===== config.mk =====
export PLATFORM = sky130hd
export DESIGN_NAME = light_meas_ctrl
export DESIGN_NICKNAME = d
export VERILOG_FILES = /design/src/light_pkg.sv /design/src/meas_if.sv /design/src/light_meas_ctrl.sv /design/src/auto_range.sv /design/src/thresh_fault.sv
export SDC_FILE = /design/constraint.sdc
export NUM_CORES = 1
export LEC_CHECK = 0
export ABC_AREA = 1
export BUFFER_PORTS_ARGS = -buffer_cell sky130_fd_sc_hd__buf_2
export CAP_MARGIN = 25
export CORE_ASPECT_RATIO = 2
export CORE_MARGIN = 2
export CORE_UTILIZATION = 50
export CTS_BUF_LIST = sky130_fd_sc_hd__clkbuf_2 sky130_fd_sc_hd__clkbuf_4 sky130_fd_sc_hd__clkbuf_8
export CTS_CLUSTER_SIZE = 30
export DETAILED_ROUTE_END_ITERATION = 16
export GPL_TIMING_DRIVEN = 0
export PLACE_DENSITY = 0.73
export SLEW_MARGIN = 20
export SYNTH_ARGS = -nofsm -noshare
export SYNTH_HDL_FRONTEND = slang
export SYNTH_HIERARCHICAL = 1
export SYNTH_SLANG_ARGS = --single-unit

===== constraint.sdc =====
create_clock -name core_clk -period 4.6 [get_ports core_clk]
set_input_delay 0.46 -clock core_clk [delete_from_list [all_inputs] [get_ports core_clk]]
set_output_delay 0.46 -clock core_clk [all_outputs]
set_load 0.05 [all_outputs]

===== src/light_pkg.sv =====
`default_nettype none
package light_pkg;
  localparam int         DATA_W           = 20;          // Result width per channel
  localparam int         CLK_HZ           = 20_000_000;  // Core clock rate
  localparam int         CLK_PER_US       = CLK_HZ / 1_000_000;
  localparam int         AR_RESET_US      = 500;         // Auto-range restart time
  localparam int         AR_RESET_CYCLES  = AR_RESET_US * CLK_PER_US;
  localparam int         INT_PULSE_US     = 1;           // Completion pulse length
  localparam int         INT_PULSE_CYCLES = INT_PULSE_US * CLK_PER_US;
  localparam int         WAKE_CYCLES_DEF  = 20;          // Standby recovery, plain default
  localparam logic [1:0] MODE_OFF         = 2'h0;        // Power-down
  localparam logic [1:0] MODE_SHOT_FORCE  = 2'h1;        // One-shot, restart ranging
  localparam logic [1:0] MODE_SHOT_KEEP   = 2'h2;        // One-shot, keep ranging history
  localparam logic [1:0] MODE_CONT        = 2'h3;        // Continuous
  localparam logic [1:0] MODE_RESET       = MODE_OFF;
  localparam logic [3:0] RANGE_AUTO       = 4'hC;        // Automatic full-scale code
  localparam logic [3:0] RANGE_MAX        = 4'h8;        // Highest fixed range
  localparam logic [3:0] COUNT_RESET      = 4'h0;        // Sample counter at power-up
  localparam logic [3:0] CRC_RESET        = 4'h0;        // CRC seed and reset value
  localparam logic [3:0] CRC_POLY         = 4'h3;        // x^4 + x + 1
endpackage
`default_nettype wire


===== src/meas_if.sv =====
`default_nettype none
interface meas_if #(parameter int W = light_pkg::DATA_W);
  logic         ar_restart;  // Restart auto-range from scratch
  logic         ar_busy;     // Auto-range restart still running
  logic [3:0]   ar_range;    // Range for the next conversion
  logic [3:0]   range_cfg;   // Configured range field
  logic         sample_vld;  // One measurement completed
  logic [W-1:0] ar_sample;   // Value used for ranging
  logic [W-1:0] cmp_sample;  // Value used for threshold compare
  logic [W-1:0] thr_low;     // Low threshold
  logic [W-1:0] thr_high;    // High threshold
  logic [3:0]   fault_need;  // Consecutive faults needed
  logic         flag_clr;    // Clear both flags
  logic         flag_low;    // Low threshold flag
  logic         flag_high;   // High threshold flag
  modport ctrl   (output ar_restart, range_cfg, sample_vld, ar_sample, cmp_sample, thr_low,
                  thr_high, fault_need, flag_clr, input ar_busy, ar_range, flag_low, flag_high);
  modport ranger (input ar_restart, range_cfg, sample_vld, ar_sample, output ar_busy, ar_range);
  modport judge  (input sample_vld, cmp_sample, thr_low, thr_high, fault_need, flag_clr,
                  output flag_low, flag_high);
endinterface
`default_nettype wire


===== src/light_meas_ctrl.sv =====
`default_nettype none
module light_meas_ctrl
  import light_pkg::*;
#(
  parameter int W               = light_pkg::DATA_W,
  parameter int WAKE_CYCLES     = light_pkg::WAKE_CYCLES_DEF,
  parameter int AR_RESET_CYCLES = light_pkg::AR_RESET_CYCLES
) (
  input  wire logic         core_clk,            // Core clock, 20 MHz
  input  wire logic         rst,                 // Asynchronous reset, active high
  input  wire logic         mode_wr,             // Operating mode field write strobe
  input  wire logic [1:0]   mode_wdata,          // Operating mode write value
  output logic      [1:0]   mode_field,          // Operating mode field readback
  input  wire logic [3:0]   range_cfg,           // Range field, 0xC is automatic
  input  wire logic         quick_wakeup_bit,    // Stay powered between shots
  input  wire logic         int_dir,             // 1: pin is output, 0: input trigger
  input  wire logic         compare_channel_sel, // Channel for threshold compare
  input  wire logic [W-1:0] thr_low,             // Low threshold
  input  wire logic [W-1:0] thr_high,            // High threshold
  input  wire logic [3:0]   fault_need,          // Consecutive faults needed
  input  wire logic         flag_clr,            // Clear threshold flags
  input  wire logic         int_pin_i,           // Interrupt pin level
  output logic              int_pin_o,           // Interrupt pin drive value
  output logic              int_pin_oe,          // Interrupt pin drive enable
  output logic              analog_on,           // Analog front end powered
  output logic              adc_start,           // Start one conversion
  output logic      [3:0]   adc_range,           // Range for the conversion
  input  wire logic         adc_done,            // Conversion finished
  input  wire logic [W-1:0] adc_ch0,             // Channel 0 raw result
  input  wire logic [W-1:0] adc_ch1,             // Channel 1 raw result
  output logic      [W-1:0] res_ch0,             // Channel 0 output data
  output logic      [W-1:0] res_ch1,             // Channel 1 output data
  output logic      [3:0]   sample_count,        // Output sample counter
  output logic      [3:0]   crc_bits,            // Output CRC bits
  output logic              flag_low,            // Low threshold flag
  output logic              flag_high,           // High threshold flag
  output logic              busy                 // Measurement in progress
);
  import light_pkg::*;

  localparam int WW = $clog2(WAKE_CYCLES + 1);
  localparam int PW = $clog2(INT_PULSE_CYCLES + 1);
  localparam logic [WW-1:0] WAKE_LOAD  = WW'(WAKE_CYCLES);
  localparam logic [PW-1:0] PULSE_LOAD = PW'(INT_PULSE_CYCLES);

  generate
    if (W < 4 || WAKE_CYCLES < 1 || AR_RESET_CYCLES < 1) begin : g_bad
      $error("light_meas_ctrl: W >= 4 and cycle counts >= 1 required");
    end
  endgenerate

  typedef enum logic [2:0] {
    ST_IDLE,    // Standby or power-down
    ST_WAKE,    // Recovering from standby
    ST_AR_RST,  // Waiting for auto-range restart
    ST_START,   // Issue conversion start
    ST_CONV     // Conversion running
  } state_type;

  typedef struct packed {
    state_type     st;        // Sequencer state
    logic [1:0]    mode;      // Operating mode field
    logic          reg_trig;  // Current shot came from a register write
    logic [WW-1:0] wait_cnt;  // Wake countdown
    logic [PW-1:0] pulse;     // Completion pulse countdown
    logic          awake;     // Analog power
    logic          start;     // Conversion start pulse
    logic          restart;   // Auto-range restart pulse
    logic          vld;       // Measurement completed pulse
    logic [W-1:0]  ch0;       // Channel 0 result
    logic [W-1:0]  ch1;       // Channel 1 result
    logic [3:0]    count;     // Sample counter
    logic [3:0]    crc;       // CRC bits
    logic          sync1;     // Pin synchroniser, first stage
    logic          sync2;     // Pin synchroniser, second stage
    logic          sync3;     // Previous synchronised level
  } ctrl_state_type;
  ctrl_state_type s_q, s_d;

  meas_if #(.W(W)) m ();

  // CRC over counter and both results, MSB first
  function automatic logic [3:0] crc4(input logic [3:0] cnt, input logic [W-1:0] a,
                                      input logic [W-1:0] b);
    logic [2*W+3:0] msg;
    logic [3:0]     c;
    logic           fb;
    msg = {cnt, a, b};
    c   = CRC_RESET;
    for (int i = 2 * W + 3; i >= 0; i--) begin
      fb = c[3] ^ msg[i];
      c  = {c[2:0], 1'b0};
      if (fb) begin
        c = c ^ CRC_POLY;
      end
    end
    return c;
  endfunction

  logic pin_fall;   // Falling edge on the synchronised pin
  logic one_shot;   // Mode field holds a one-shot mode
  logic wr_shot;    // Register write requesting a shot
  logic pin_shot;   // Pin trigger accepted
  logic need_ar;    // Shot must restart auto-range
  logic [3:0] cnt_next;  // Counter after this measurement

  assign pin_fall = s_q.sync3 & ~s_q.sync2;
  assign one_shot = (s_q.mode == MODE_SHOT_FORCE) || (s_q.mode == MODE_SHOT_KEEP);
  assign wr_shot  = mode_wr && (mode_wdata == MODE_SHOT_FORCE || mode_wdata == MODE_SHOT_KEEP);
  assign pin_shot = pin_fall && !int_dir && one_shot;
  assign need_ar  = (s_q.mode == MODE_SHOT_FORCE) && (range_cfg == RANGE_AUTO);
  assign cnt_next = s_q.count + 4'h1;

  // Sequencer: mode field, triggers, wake, ranging restart, conversion
  always_comb begin
    s_d         = s_q;
    s_d.sync1   = int_pin_i;
    s_d.sync2   = s_q.sync1;
    s_d.sync3   = s_q.sync2;
    s_d.start   = 1'b0;
    s_d.restart = 1'b0;
    s_d.vld     = 1'b0;
    if (s_q.pulse != '0) begin
      s_d.pulse = s_q.pulse - PW'(1);
    end
    if (mode_wr) begin
      s_d.mode = mode_wdata;  // Host may change mode at any time
    end
    case (s_q.st)
      ST_IDLE: begin
        // A write of mode zero leaves the sequencer asleep
        if (wr_shot || pin_shot || s_q.mode == MODE_CONT) begin
          s_d.reg_trig = wr_shot;
          s_d.st       = ST_WAKE;
          s_d.wait_cnt = s_q.awake ? '0 : WAKE_LOAD;
        end
      end
      ST_WAKE: begin
        if (s_q.wait_cnt != '0) begin
          s_d.wait_cnt = s_q.wait_cnt - WW'(1);
        end else if (need_ar) begin
          s_d.restart = 1'b1;
          s_d.st      = ST_AR_RST;
        end else begin
          s_d.st = ST_START;
        end
      end
      ST_AR_RST: begin
        // Busy rises one cycle after the restart pulse
        if (!s_q.restart && !m.ar_busy) begin
          s_d.st = ST_START;
        end
      end
      ST_START: begin
        s_d.start = 1'b1;
        s_d.st    = ST_CONV;
      end
      ST_CONV: begin
        // New triggers are not looked at here
        if (adc_done) begin
          s_d.ch0   = adc_ch0;
          s_d.ch1   = adc_ch1;
          s_d.count = cnt_next;
          s_d.crc   = crc4(cnt_next, adc_ch0, adc_ch1);
          s_d.vld   = 1'b1;
          if (int_dir) begin
            s_d.pulse = PULSE_LOAD;
          end
          if (s_q.reg_trig && !mode_wr) begin
            s_d.mode = MODE_OFF;
          end
          s_d.reg_trig = 1'b0;
          s_d.st = (s_d.mode == MODE_CONT) ? ST_START : ST_IDLE;
        end
      end
      default: begin
        s_d.st = ST_IDLE;
      end
    endcase
    // Power stays on while busy, in continuous mode, or with quick wake-up in a one-shot mode
    s_d.awake = (s_d.st != ST_IDLE) || (s_d.mode == MODE_CONT) ||
                (quick_wakeup_bit && (s_d.mode == MODE_SHOT_FORCE ||
                                      s_d.mode == MODE_SHOT_KEEP));
  end

  // State register
  always_ff @(posedge core_clk or posedge rst) begin
    if (rst) begin
      s_q <= '{st: ST_IDLE, mode: MODE_RESET, reg_trig: 1'b0, wait_cnt: '0, pulse: '0,
               awake: 1'b0, start: 1'b0, restart: 1'b0, vld: 1'b0, ch0: '0, ch1: '0,
               count: COUNT_RESET, crc: CRC_RESET, sync1: 1'b1, sync2: 1'b1, sync3: 1'b1};
    end else begin
      s_q <= s_d;
    end
  end

  // Links to the ranging and threshold blocks
  assign m.ar_restart = s_q.restart;
  assign m.range_cfg  = range_cfg;
  assign m.sample_vld = s_q.vld;
  assign m.ar_sample  = s_q.ch0;
  assign m.cmp_sample = compare_channel_sel ? s_q.ch1 : s_q.ch0;
  assign m.thr_low    = thr_low;
  assign m.thr_high   = thr_high;
  assign m.fault_need = fault_need;
  assign m.flag_clr   = flag_clr;

  auto_range #(.W(W), .RESET_CYCLES(AR_RESET_CYCLES)) u_range (
    .core_clk (core_clk),
    .rst      (rst),
    .m        (m.ranger)
  );

  thresh_fault #(.W(W)) u_fault (
    .core_clk (core_clk),
    .rst      (rst),
    .m        (m.judge)
  );

  // Outputs; the pin is open-drain and pulled low during the pulse
  assign mode_field   = s_q.mode;
  assign int_pin_o    = 1'b0;
  assign int_pin_oe   = int_dir && (s_q.pulse != '0);
  assign analog_on    = s_q.awake;
  assign adc_start    = s_q.start;
  assign adc_range    = m.ar_range;
  assign res_ch0      = s_q.ch0;
  assign res_ch1      = s_q.ch1;
  assign sample_count = s_q.count;
  assign crc_bits     = s_q.crc;
  assign flag_low     = m.flag_low;
  assign flag_high    = m.flag_high;
  assign busy         = s_q.st != ST_IDLE;
endmodule
`default_nettype wire


===== src/auto_range.sv =====
`default_nettype none
module auto_range #(
  parameter int W            = light_pkg::DATA_W,
  parameter int RESET_CYCLES = light_pkg::AR_RESET_CYCLES
) (
  input  wire logic core_clk,  // Core clock
  input  wire logic rst,       // Asynchronous reset
  meas_if.ranger    m          // Ranging signals
);
  import light_pkg::*;
  localparam int CW = $clog2(RESET_CYCLES + 1);
  localparam logic [CW-1:0] LOAD = CW'(RESET_CYCLES - 1);

  typedef struct packed {
    logic [3:0]    range;  // Auto range in use
    logic          busy;   // Restart running
    logic [CW-1:0] cnt;    // Restart countdown
  } ar_state_type;
  ar_state_type r_q, r_d;

  generate
    if (RESET_CYCLES < 1) begin : g_bad
      $error("auto_range: RESET_CYCLES must be at least 1");
    end
  endgenerate

  // Fixed range passes straight through, else the tracked one
  assign m.ar_range = (m.range_cfg == RANGE_AUTO) ? r_q.range : m.range_cfg;
  assign m.ar_busy  = r_q.busy;

  // Restart countdown and per-measurement range stepping
  always_comb begin
    r_d = r_q;
    if (r_q.busy) begin
      if (r_q.cnt == '0) begin
        r_d.busy = 1'b0;
      end else begin
        r_d.cnt = r_q.cnt - CW'(1);
      end
    end
    if (m.ar_restart) begin
      r_d.range = RANGE_MAX;
      r_d.busy  = 1'b1;
      r_d.cnt   = LOAD;
    end else if (m.sample_vld && m.range_cfg == RANGE_AUTO) begin
      if (m.ar_sample[W-1:W-2] != 2'h0 && r_q.range < RANGE_MAX) begin
        r_d.range = r_q.range + 4'h1;  // Near full scale: step up
      end else if (m.ar_sample[W-1:W-4] == 4'h0 && r_q.range >= 4'h2) begin
        r_d.range = r_q.range - 4'h2;  // Far below: step down two
      end else if (m.ar_sample[W-1:W-3] == 3'h0 && r_q.range != 4'h0) begin
        r_d.range = r_q.range - 4'h1;  // Low side: step down one
      end
    end
  end

  // State register
  always_ff @(posedge core_clk or posedge rst) begin
    if (rst) begin
      r_q <= '{range: RANGE_MAX, busy: 1'b0, cnt: '0};
    end else begin
      r_q <= r_d;
    end
  end
endmodule
`default_nettype wire


===== src/thresh_fault.sv =====
`default_nettype none
module thresh_fault #(
  parameter int W = light_pkg::DATA_W
) (
  input  wire logic core_clk,  // Core clock
  input  wire logic rst,       // Asynchronous reset
  meas_if.judge     m          // Threshold signals
);
  import light_pkg::*;

  typedef struct packed {
    logic [3:0] run;     // Consecutive faults seen
    logic       f_low;   // Low flag
    logic       f_high;  // High flag
  } tf_state_type;
  tf_state_type t_q, t_d;

  logic       is_low;   // Below low threshold
  logic       is_high;  // Above high threshold
  logic [3:0] need;     // Faults needed, zero read as one
  logic [3:0] run_inc;  // Saturating run plus one

  assign is_low       = m.cmp_sample < m.thr_low;
  assign is_high      = m.cmp_sample > m.thr_high;
  assign need         = (m.fault_need == 4'h0) ? 4'h1 : m.fault_need;
  assign run_inc      = (t_q.run == 4'hF) ? 4'hF : t_q.run + 4'h1;
  assign m.flag_low   = t_q.f_low;
  assign m.flag_high  = t_q.f_high;

  // Run counter and flags; a new fault wins over a clear
  always_comb begin
    t_d = t_q;
    if (m.flag_clr) begin
      t_d.f_low  = 1'b0;
      t_d.f_high = 1'b0;
    end
    if (m.sample_vld) begin
      if (is_low || is_high) begin
        t_d.run = run_inc;
        if (run_inc >= need) begin
          t_d.f_low  = t_d.f_low | is_low;
          t_d.f_high = t_d.f_high | is_high;
        end
      end else begin
        t_d.run = 4'h0;  // Streak broken
      end
    end
  end

  // State register
  always_ff @(posedge core_clk or posedge rst) begin
    if (rst) begin
      t_q <= '{run: 4'h0, f_low: 1'b0, f_high: 1'b0};
    end else begin
      t_q <= t_d;
    end
  end
endmodule
`default_nettype wire


### Word level (Yosys, flattened, before mapping)

Index checks and enable logic that the tools add are counted.

| storage, ports and cells | value |
|---|---|
| bits in registers | 96 |
| bits of input ports | 99 |
| output and inout bits | 61 |

| cells by class | value |
|---|---|
| $add $sub $neg | 8 |
| magnitude comparators | 5 |
| equality and inequality tests | 19 |
| multiplexer cells | 175 |
| bitwise operators | 90 |
| reduce and logical (&&, ||, !) cells | 45 |

Operators by type and width:

| cell | number |
|---|---|
| $mux W4 | 95 |
| $mux W2 | 54 |
| $mux W49 | 2 |
| $not A2 Y2 | 43 |
| $xor A1 B1 Y1 | 43 |
| $mux W15 | 2 |
| $mux W5 | 6 |
| $gt A20 B20 Y1 | 1 |
| $lt A20 B20 Y1 | 1 |
| $mux W20 | 1 |
| $pmux W3 S5 | 1 |
| $logic_not A14 Y1 | 1 |
| $mux W14 | 1 |
| $sub A14 B1 Y14 const B | 1 |
| $add A4 B1 Y4 const B | 3 |
| $eq A2 B2 Y1 const B | 6 |
| $logic_and A1 B1 Y1 | 12 |
| $mux W6 | 2 |
| $pmux W5 S2 | 1 |
| $reduce_bool A2 Y1 | 5 |
| $reduce_bool A5 Y1 | 2 |
| $sub A5 B1 Y5 const B | 2 |
| $mux W3 | 3 |
| $eq A4 B4 Y1 const B | 2 |
| 23 further kinds | 52 |

### Longest topological paths before layout

Gate-level depths: netlist (run 1).

| depth | value |
|---|---|
| depth after elaboration | 176 |
| mapped depth | 45 |
| gate-level depth less buffers | 45 |

### Modules after synthesis

The synthesis (run 1) kept the hierarchy.

Modules (own cells, without submodules):

| module | instances | cells an instance | area each (µm²) | seq. area each (µm²) |
|---|---|---|---|---|
| light_meas_ctrl | 1 | 745 | 5348.9 | 1780.5 |
| thresh_fault | 1 | 238 | 1522.7 | 150.1 |
| auto_range | 1 | 227 | 1507.7 | 476.7 |

### Worst setup path before layout (run 1)

Ideal clock, no wire load.

| timing path | value |
|---|---|
| path type | reg2reg |
| start point | reg s_q, in the netlist sample_count[0] |
| end point | reg s_q, in the netlist crc_bits[1] |
| data arrival time | 3.595 ns |
| required time | 4.483 ns |
| slack | 0.888 ns |
| stages on the path, launching flop included | 40 |
| path buffers | 0 |
| period minus slack after synthesis | 3.712 ns |
| cells stage by stage | dfrtp_1 > ha_1 > xnor2_1 > nand2_2 > nand2_2 > nand2_2 > nand2_1 > nand2_2 > nand2_2 > nand2_1 > nand2_1 > nand2_2 > nand2_1 > nand2_1 > nand2_1 > nand2_1 > nand3_1 > nand2_1 > (+4 left out) > nand3_1 > nand3_2 > nand2_2 > inv_2 > nand2_4 > nand2_4 > nand2_2 > nand3_2 > nand2_2 > nand2_4 > nand2_4 > nand2_2 > nand2_1 > nand2_2 > nand2_2 > nand2_1 > nand3_1 > nand2_1 |

| on the way | value |
|---|---|
| elaborated cells on any way between the ends | 212 |
| classes of those cells | add/sub (1); mux (129); bitwise (82) |

RTL lines:

| what | RTL line | RTL |
|---|---|---|
| from (decl) | light_meas_ctrl.sv:78 | `ctrl_state_type s_q, s_d;` |
| from (signal assigned) | light_meas_ctrl.sv:189 | `s_q <= '{st: ST_IDLE, mode: MODE_RESET, reg_trig: 1'b0, wait_cnt: '0, pulse: '0,` |
| $add A4 B1 Y4 (*) | light_meas_ctrl.sv:112 | `assign cnt_next = s_q.count + 4'h1;` |
| named net cnt_next[1] | light_meas_ctrl.sv:105 | `logic [3:0] cnt_next;` |
| $xor A1 B1 Y1 (*) | light_meas_ctrl.sv:91 | `fb = c[3] ^ msg[i];` |
| $mux W2 (*) | light_meas_ctrl.sv:93 | `if (fb) begin` |
| $mux W4 (*) | light_meas_ctrl.sv:160 | `if (adc_done) begin` |
| $mux W4 (*) | light_meas_ctrl.sv:129 | `case (s_q.st)` |
| $not A2 Y2 (no source line) | n/a |  |
| $mux W2 | light_meas_ctrl.sv:93 |  |
| (+112 left out) | n/a |  |
| $mux W4 (*) | light_meas_ctrl.sv:160 |  |
| $mux W4 (*) | light_meas_ctrl.sv:129 |  |
| $xor A1 B1 Y1 | light_meas_ctrl.sv:91 |  |
| $mux W2 | light_meas_ctrl.sv:93 |  |
| $mux W4 (*) | light_meas_ctrl.sv:160 |  |
| $mux W4 (*) | light_meas_ctrl.sv:129 |  |
| $not A2 Y2 (no source line) | n/a |  |
| $mux W2 (*) | light_meas_ctrl.sv:93 |  |

Mark *: on every way through the listed nets, which the timed path passes. The rest lies on a longest branch. The select of a mux whose other input is x is not followed.
A chain may end at the register's enable or synchronous reset.

### Worst setup path after layout (run 1)

| timing path | value |
|---|---|
| start point | reg s_q, in the netlist sample_count[1] |
| end point | reg s_q, in the netlist crc_bits[1] |

The elaborated chain is that of the path after synthesis.

==> results.py, run 1 <==
metrics = {
    "clocking": {
        "cts_sinks": 96,
        "h-tree-depth": 3,
        "worstSkewPairLatency_ps": 380,
        "cts.clk_slew.worst_paths_ps": 110,
        "cts_tree": "done",
        "cts_buffers": 9,
        "holdBufCountCts": 0,
        "cts.path.max_buffers": 2,
        "cts.root.buffer_cell": "clkbuf_8",
    },
    "setup_path": {
        "cpPeakStageDelay_ps": 470,
        "critPathSlowestCell": "dfrtp_2",
        "startpoint_type": "register",
        "cp_common_cell": "nand2_1",
        "crit_arrival_ps": 4460,
        "cp-startpoint": "sample_count[1]",
        "cp-end-kind": "register",
        "path_max_fanout": 5,
        "r2r_start": "sample_count[1]",
        "crit_type": "register to register",
        "critPathTopFamily": "simple AND/OR/NAND/NOR gates",
        "required_ps": 4870,
        "cp_num_buf_inv": 3,
    },
    "detailed_routing": {
        "wl_per_cell_um": 13.9,
        "drtAntennaViolNets": 0,
        "vias": 8128,
        "first_iter_violations": 435,
        "drc": 0,
        "wl_mm": 22.2,
        "via_per_inst": 5.10,
        "firstDrtPassIters": 5,
    },
    "final_layout": {
        "final_common_cell": "nand2_1",
        "n_fill_cell": 1579,
        "drive_above_1_share_pct": 28.5,
        "fin_area_um2": 9780,
        "syn_to_final_growth_pct": 16.7,
        "nets": 1541,
        "multiInputGateArea_um2": 4870,
        "antennaDiodeCount": 0,
        "register_area_um2": 2410,
        "final_cell_mix": "nand2_1 (318), inv_1 (176), buf_2 (160)",
    },
    "sta": {
        "setup_viol": 0,
        "fin_tns_setup_ps": 0,
        "min_period_ps": 4190,
        "maxSlewHeadroom_pct": 49.4,
        "slew_viol_final": 0,
        "tightest_slew_ps": 758,
        "clock_skew_ps": 17.3,
        "max_freq_mhz": 239,
        "setup_slack_ps": 408,
        "finalCritPeriodShare_pct": 91.1,
        "hold_viol": 0,
    },
    "synth": {
        "ys_async_sr_fraction_pct": 100,
        "avgSynthCellArea_um2": 6.93,
        "synthesis.area_um2": 8380,
        "ys.flop_type": "dfrtp_1",
        "synth_cells": 1210,
        "synth-seq-cells": 96,
        "synth-edff-count": 0,
        "yosysWarnings": 6,
        "syn_nets": 1368,
        "yosysUniqueCellTypes": 45,
        "synth_seq_area_share_pct": 28.7,
    },
    "die": {
        "design.die.area_um2": 17900,
        "num_io_pins": 160,
        "rows": 67,
        "start_util_pct": 50.5,
        "core_um2": 16600,
        "die_w_um": 95.5,
        "die_h_um": 187,
    },
    "placement": {
        "dp_hpwl_mm": 18.4,
        "routabilityCongestion": 0.902,
        "dp_slack_ps": 307,
        "port_buffers": 157,
        "placed_cell_area_um2": 9450,
    },
    "grt": {
        "grt_pass1_vias": 7629,
        "grt_use_total_pct": 25.1,
        "grt_max_degree": 52,
        "antenna_found_initial": 0,
        "grt_pass1_wl_mm": 35.6,
        "overflow": 0,
    },
    "min_path": {
        "hold_class": "input pin to asynchronous set/reset pin",
    },
    "job": {
        "maxCapViolations": 0,
    },
    "outcome": {
        "outcome": "finished clean",
    },
}
final cells by class:
type / instances / share of cell area [%]
timing repair buffer: 162 / 8.63
tap: 207 / 2.65
inverter: 191 / 7.36
sequential: 96 / 24.7
clock buffer: 10 / 1.41
buffer: 68 / 4.72
clock inverter: 6 / 0.768
multi-input combinational: 855 / 49.8
layer usage:
layer  share of wire (%)  vias up  global-route usage [%]
met2                  48      241                    41.0
li1                    -     4132                       -
met5                   0        -                       0
met4                 3.0        0                    9.07
met1                  43     3728                    33.6
met3                 6.1       27                    3.02
final timing paths:
path,end,slack [ps],depth (start not counted)
max,crc_bits[1],410,42
min,u_fault/m.flag_high,60,2
max reg2reg,crc_bits[1],410,42
min reg2reg,s_d[0],360,0
max in group asynchronous,u_range/m.ar_busy,3840,2
min in group core_clk,s_d[1],170,1
repair_timing:
action,in CTS,in global routing
resized for setup,0,17
endpoints found under the setup margin,0,4
setup buffers,0,4
metrics by stage:
step                      instances  util (%)  hold slack [ps]
after global routing           1595      58.9             75.8
final                          1595      58.9             55.4
after floorplan                1210         -              251
after global placement         1574      56.8              347
after CTS                      1591      58.2             51.5
after detailed placement       1575      57.0              347
synthesized netlist by cell type (all sizes together), types with 3 or more instances:
master	number	area share, %
xor2	8	0.84
xnor2	7	0.82
inv	191	8.6
a31oi	4	0.30
nand4	9	0.67
mux2	16	2.2
ha	59	8.8
a21oi	31	1.9
nor2	80	4.0
buf	55	4.9
dfrtp	92	27
nor3	9	0.60
nand3b	3	0.27
nand3	138	9.9
dfstp	4	1.3
nand2	396	20
o21ai	78	4.7
clkbuf	13	0.58
state kept, by name, summed over array words and instances (netlist names), 2 cells and up:
signal,cells
crc_bits,4
res_ch1,20
s_q,15
mode_field,2
sample_count,4
s_d,2
u_range/r_q,18
res_ch0,20
u_fault/t_q,4
kinds of logic (layout without fill, tap and decap cells):
group,count (synthesis),in the layout,share of synthesized area [%]
buffers and inverters,259,437,14.1
muxes,16,16,2.15
and+or+nand+nor,639,639,36.2
AOI/OAI and AO/OA,123,123,7.75
adders and majority gates,59,59,8.81
DFF,96,96,28.7
xor gates and xnor gates,17,17,2.21
other,1,1,0.0448
Power of run 1 is left out: the tool's default activity adds up to more than one toggle a clock period on the data nets, which glitch-free logic cannot reach.
==> run 2, diff against run 1 <==
==> constraint.sdc (replaced) <==
create_clock -name core_clk -period 4.3 [get_ports core_clk]
set_input_delay 0.43 -clock core_clk [delete_from_list [all_inputs] [get_ports core_clk]]
set_output_delay 0.43 -clock core_clk [all_outputs]
set_load 0.05 [all_outputs]
==> results.py, run 2 (synthesis gave the netlist of run 1 again) <==
metrics = {
    "setup_path": {
        "cp_common_cell": "nand2_2",
        "cp-end-kind": "register",
        "critPathSlowestCell": "dfrtp_2",
        "cpPeakStageDelay_ps": 470,
        "startpoint_type": "register",
        "crit_arrival_ps": 4600,
        "path_max_fanout": 5,
        "required_ps": 4570,
        "crit_type": "register to register",
    },
    "placement": {
        "port_buffers": 157,
        "dp_hpwl_mm": 18.4,
        "placed_cells": 1575,
        "routabilityCongestion": 0.902,
    },
    "detailed_routing": {
        "wl_mm": 23.0,
        "vias": 8234,
        "firstDrtPassIters": 7,
        "highest_layer": "met4",
        "routed-wl-met3_mm": 1.43,
        "via_per_inst": 5.16,
        "wl_met1_mm": 9.76,
        "wl_met2_mm": 11.1,
        "wl_per_cell_um": 14.4,
        "first_iter_violations": 401,
        "drc": 0,
        "drtAntennaViolNets": 0,
    },
    "grt": {
        "grt_pass1_wl_mm": 35.6,
        "grt_pass1_vias": 7632,
        "grt_max_degree": 52,
        "antenna_found_initial": 0,
        "grt_use_total_pct": 25.1,
        "overflow": 0,
    },
    "die": {
        "num_io_pins": 160,
        "die_w_um": 95.5,
        "design.die.area_um2": 17900,
        "core_um2": 16600,
        "die_h_um": 187,
        "start_util_pct": 50.5,
        "rows": 67,
    },
    "outcome": {
        "violations": "negative setup slack",
        "outcome": "finished, violations left",
    },
    "clocking": {
        "worstSkewPairLatency_ps": 390,
        "cts_sinks": 96,
        "cts_tree": "done",
        "cts.root.buffer_cell": "clkbuf_8",
        "h-tree-depth": 3,
        "cts.path.max_buffers": 2,
        "cts_buffers": 9,
        "holdBufCountCts": 0,
        "cts.clk_slew.worst_paths_ps": 110,
    },
    "final_layout": {
        "final_common_cell": "nand2_1",
        "syn_to_final_growth_pct": 21.4,
        "antennaDiodeCount": 0,
        "fin_cells": 1597,
        "nets": 1543,
        "final_cell_mix": "nand2_1 (280), inv_1 (174), buf_2 (160)",
        "drive_above_1_share_pct": 33.5,
        "n_fill_cell": 1513,
    },
    "sta": {
        "clock_skew_ps": 18.8,
        "hold_viol": 0,
        "finalCritPeriodShare_pct": 101,
        "setup_slack_ps": -27.9,
        "max_freq_mhz": 231,
        "slew_viol_final": 0,
        "min_period_ps": 4330,
        "setup_viol": 1,
        "rsz0062_at_grt": "yes",
        "tightest_slew_ps": 767,
        "maxSlewHeadroom_pct": 48.8,
    },
    "min_path": {
        "hold_class": "input pin to asynchronous set/reset pin",
    },
    "job": {
        "maxCapViolations": 0,
    },
}
[run 2: cell types whose count changed in the layout (fill, tap and decap cells not counted), moves of 7 or more]
cell	before	now
nand2_1	318	280
nand2_2	68	89
nand2_4	10	27
nand3_1	109	82
nand3_2	26	46
nand3_4	3	10
[run 2: area by class of cell]
| cell class | count | area [um2] | share of cell area, % |
|---|---|---|---|
| plain buffers | 68 | 462 | 4.54 |
| clock buffers | 10 | 138 | 1.35 |
| clock inverters | 6 | 75.1 | 0.738 |
| inverters | 191 | 719 | 7.07 |
| multi-input cells | 855 | 5250 | 51.6 |
| flip-flops and latches | 96 | 2410 | 23.7 |
| well taps | 207 | 259 | 2.55 |
| repair buffers | 164 | 858 | 8.44 |
[run 2: worst paths after layout]
check | from | endpoint | slack [ps] | depth (start not counted)
setup / recovery | sample_count[1] | crc_bits[1] | -30 | 40
hold / removal | rst | u_fault/m.flag_high | 20 | 2
setup reg to reg | sample_count[1] | crc_bits[1] | -30 | 40
hold reg to reg | s_d[1] | s_d[0] | 360 | 0
max in group asynchronous | rst | u_range/m.ar_busy | 3560 | 2
min in group core_clk | int_pin_i | s_d[1] | 140 | 1
[run 2: critical path, delay by kind of cell (launching register included)]
kind,cells,cell delay (ps)
XOR/XNOR,1,130
flip-flops,1,470
buffers and inverters,5,400
AND/OR/NAND/NOR,33,2850
adder cells (fa/ha/maj),1,340
[run 2: per-stage QoR]
stage	utilization (%)	hold slack, ps	setup WS, ps	setup TNS (ps)	cell area, um2
final	61.3	23.8	-27.9	-27.9	10200
after detailed placement	57.0	347	6.53	0	9450
after global placement	56.8	347	186	0	9420
after global routing	61.3	45.8	-270	-758	10200
after floorplan	-	221	588	0	8380
after CTS	58.3	21.5	9.67	0	9680
[run 2: repair_timing]
item / 4_1_cts / 5_1_grt
cloned: 0 / 0
setup buffers: 0 / 6
pin swaps: 0 / 42
endpoints found under the setup margin: 1 / 4
endpoints found under the hold margin: 0 / 0
gates resized for setup: 2 / 109
[run 2: routing by layer]
metal / vias to the layer above / global-route usage [%]
met2: 262 / 41.0
met1: 3795 / 33.7
met4: 0 / 9.07
met5: - / 0
li1: 4146 / -
met3: 31 / 3.02
Power of run 2 is left out for the same reason.
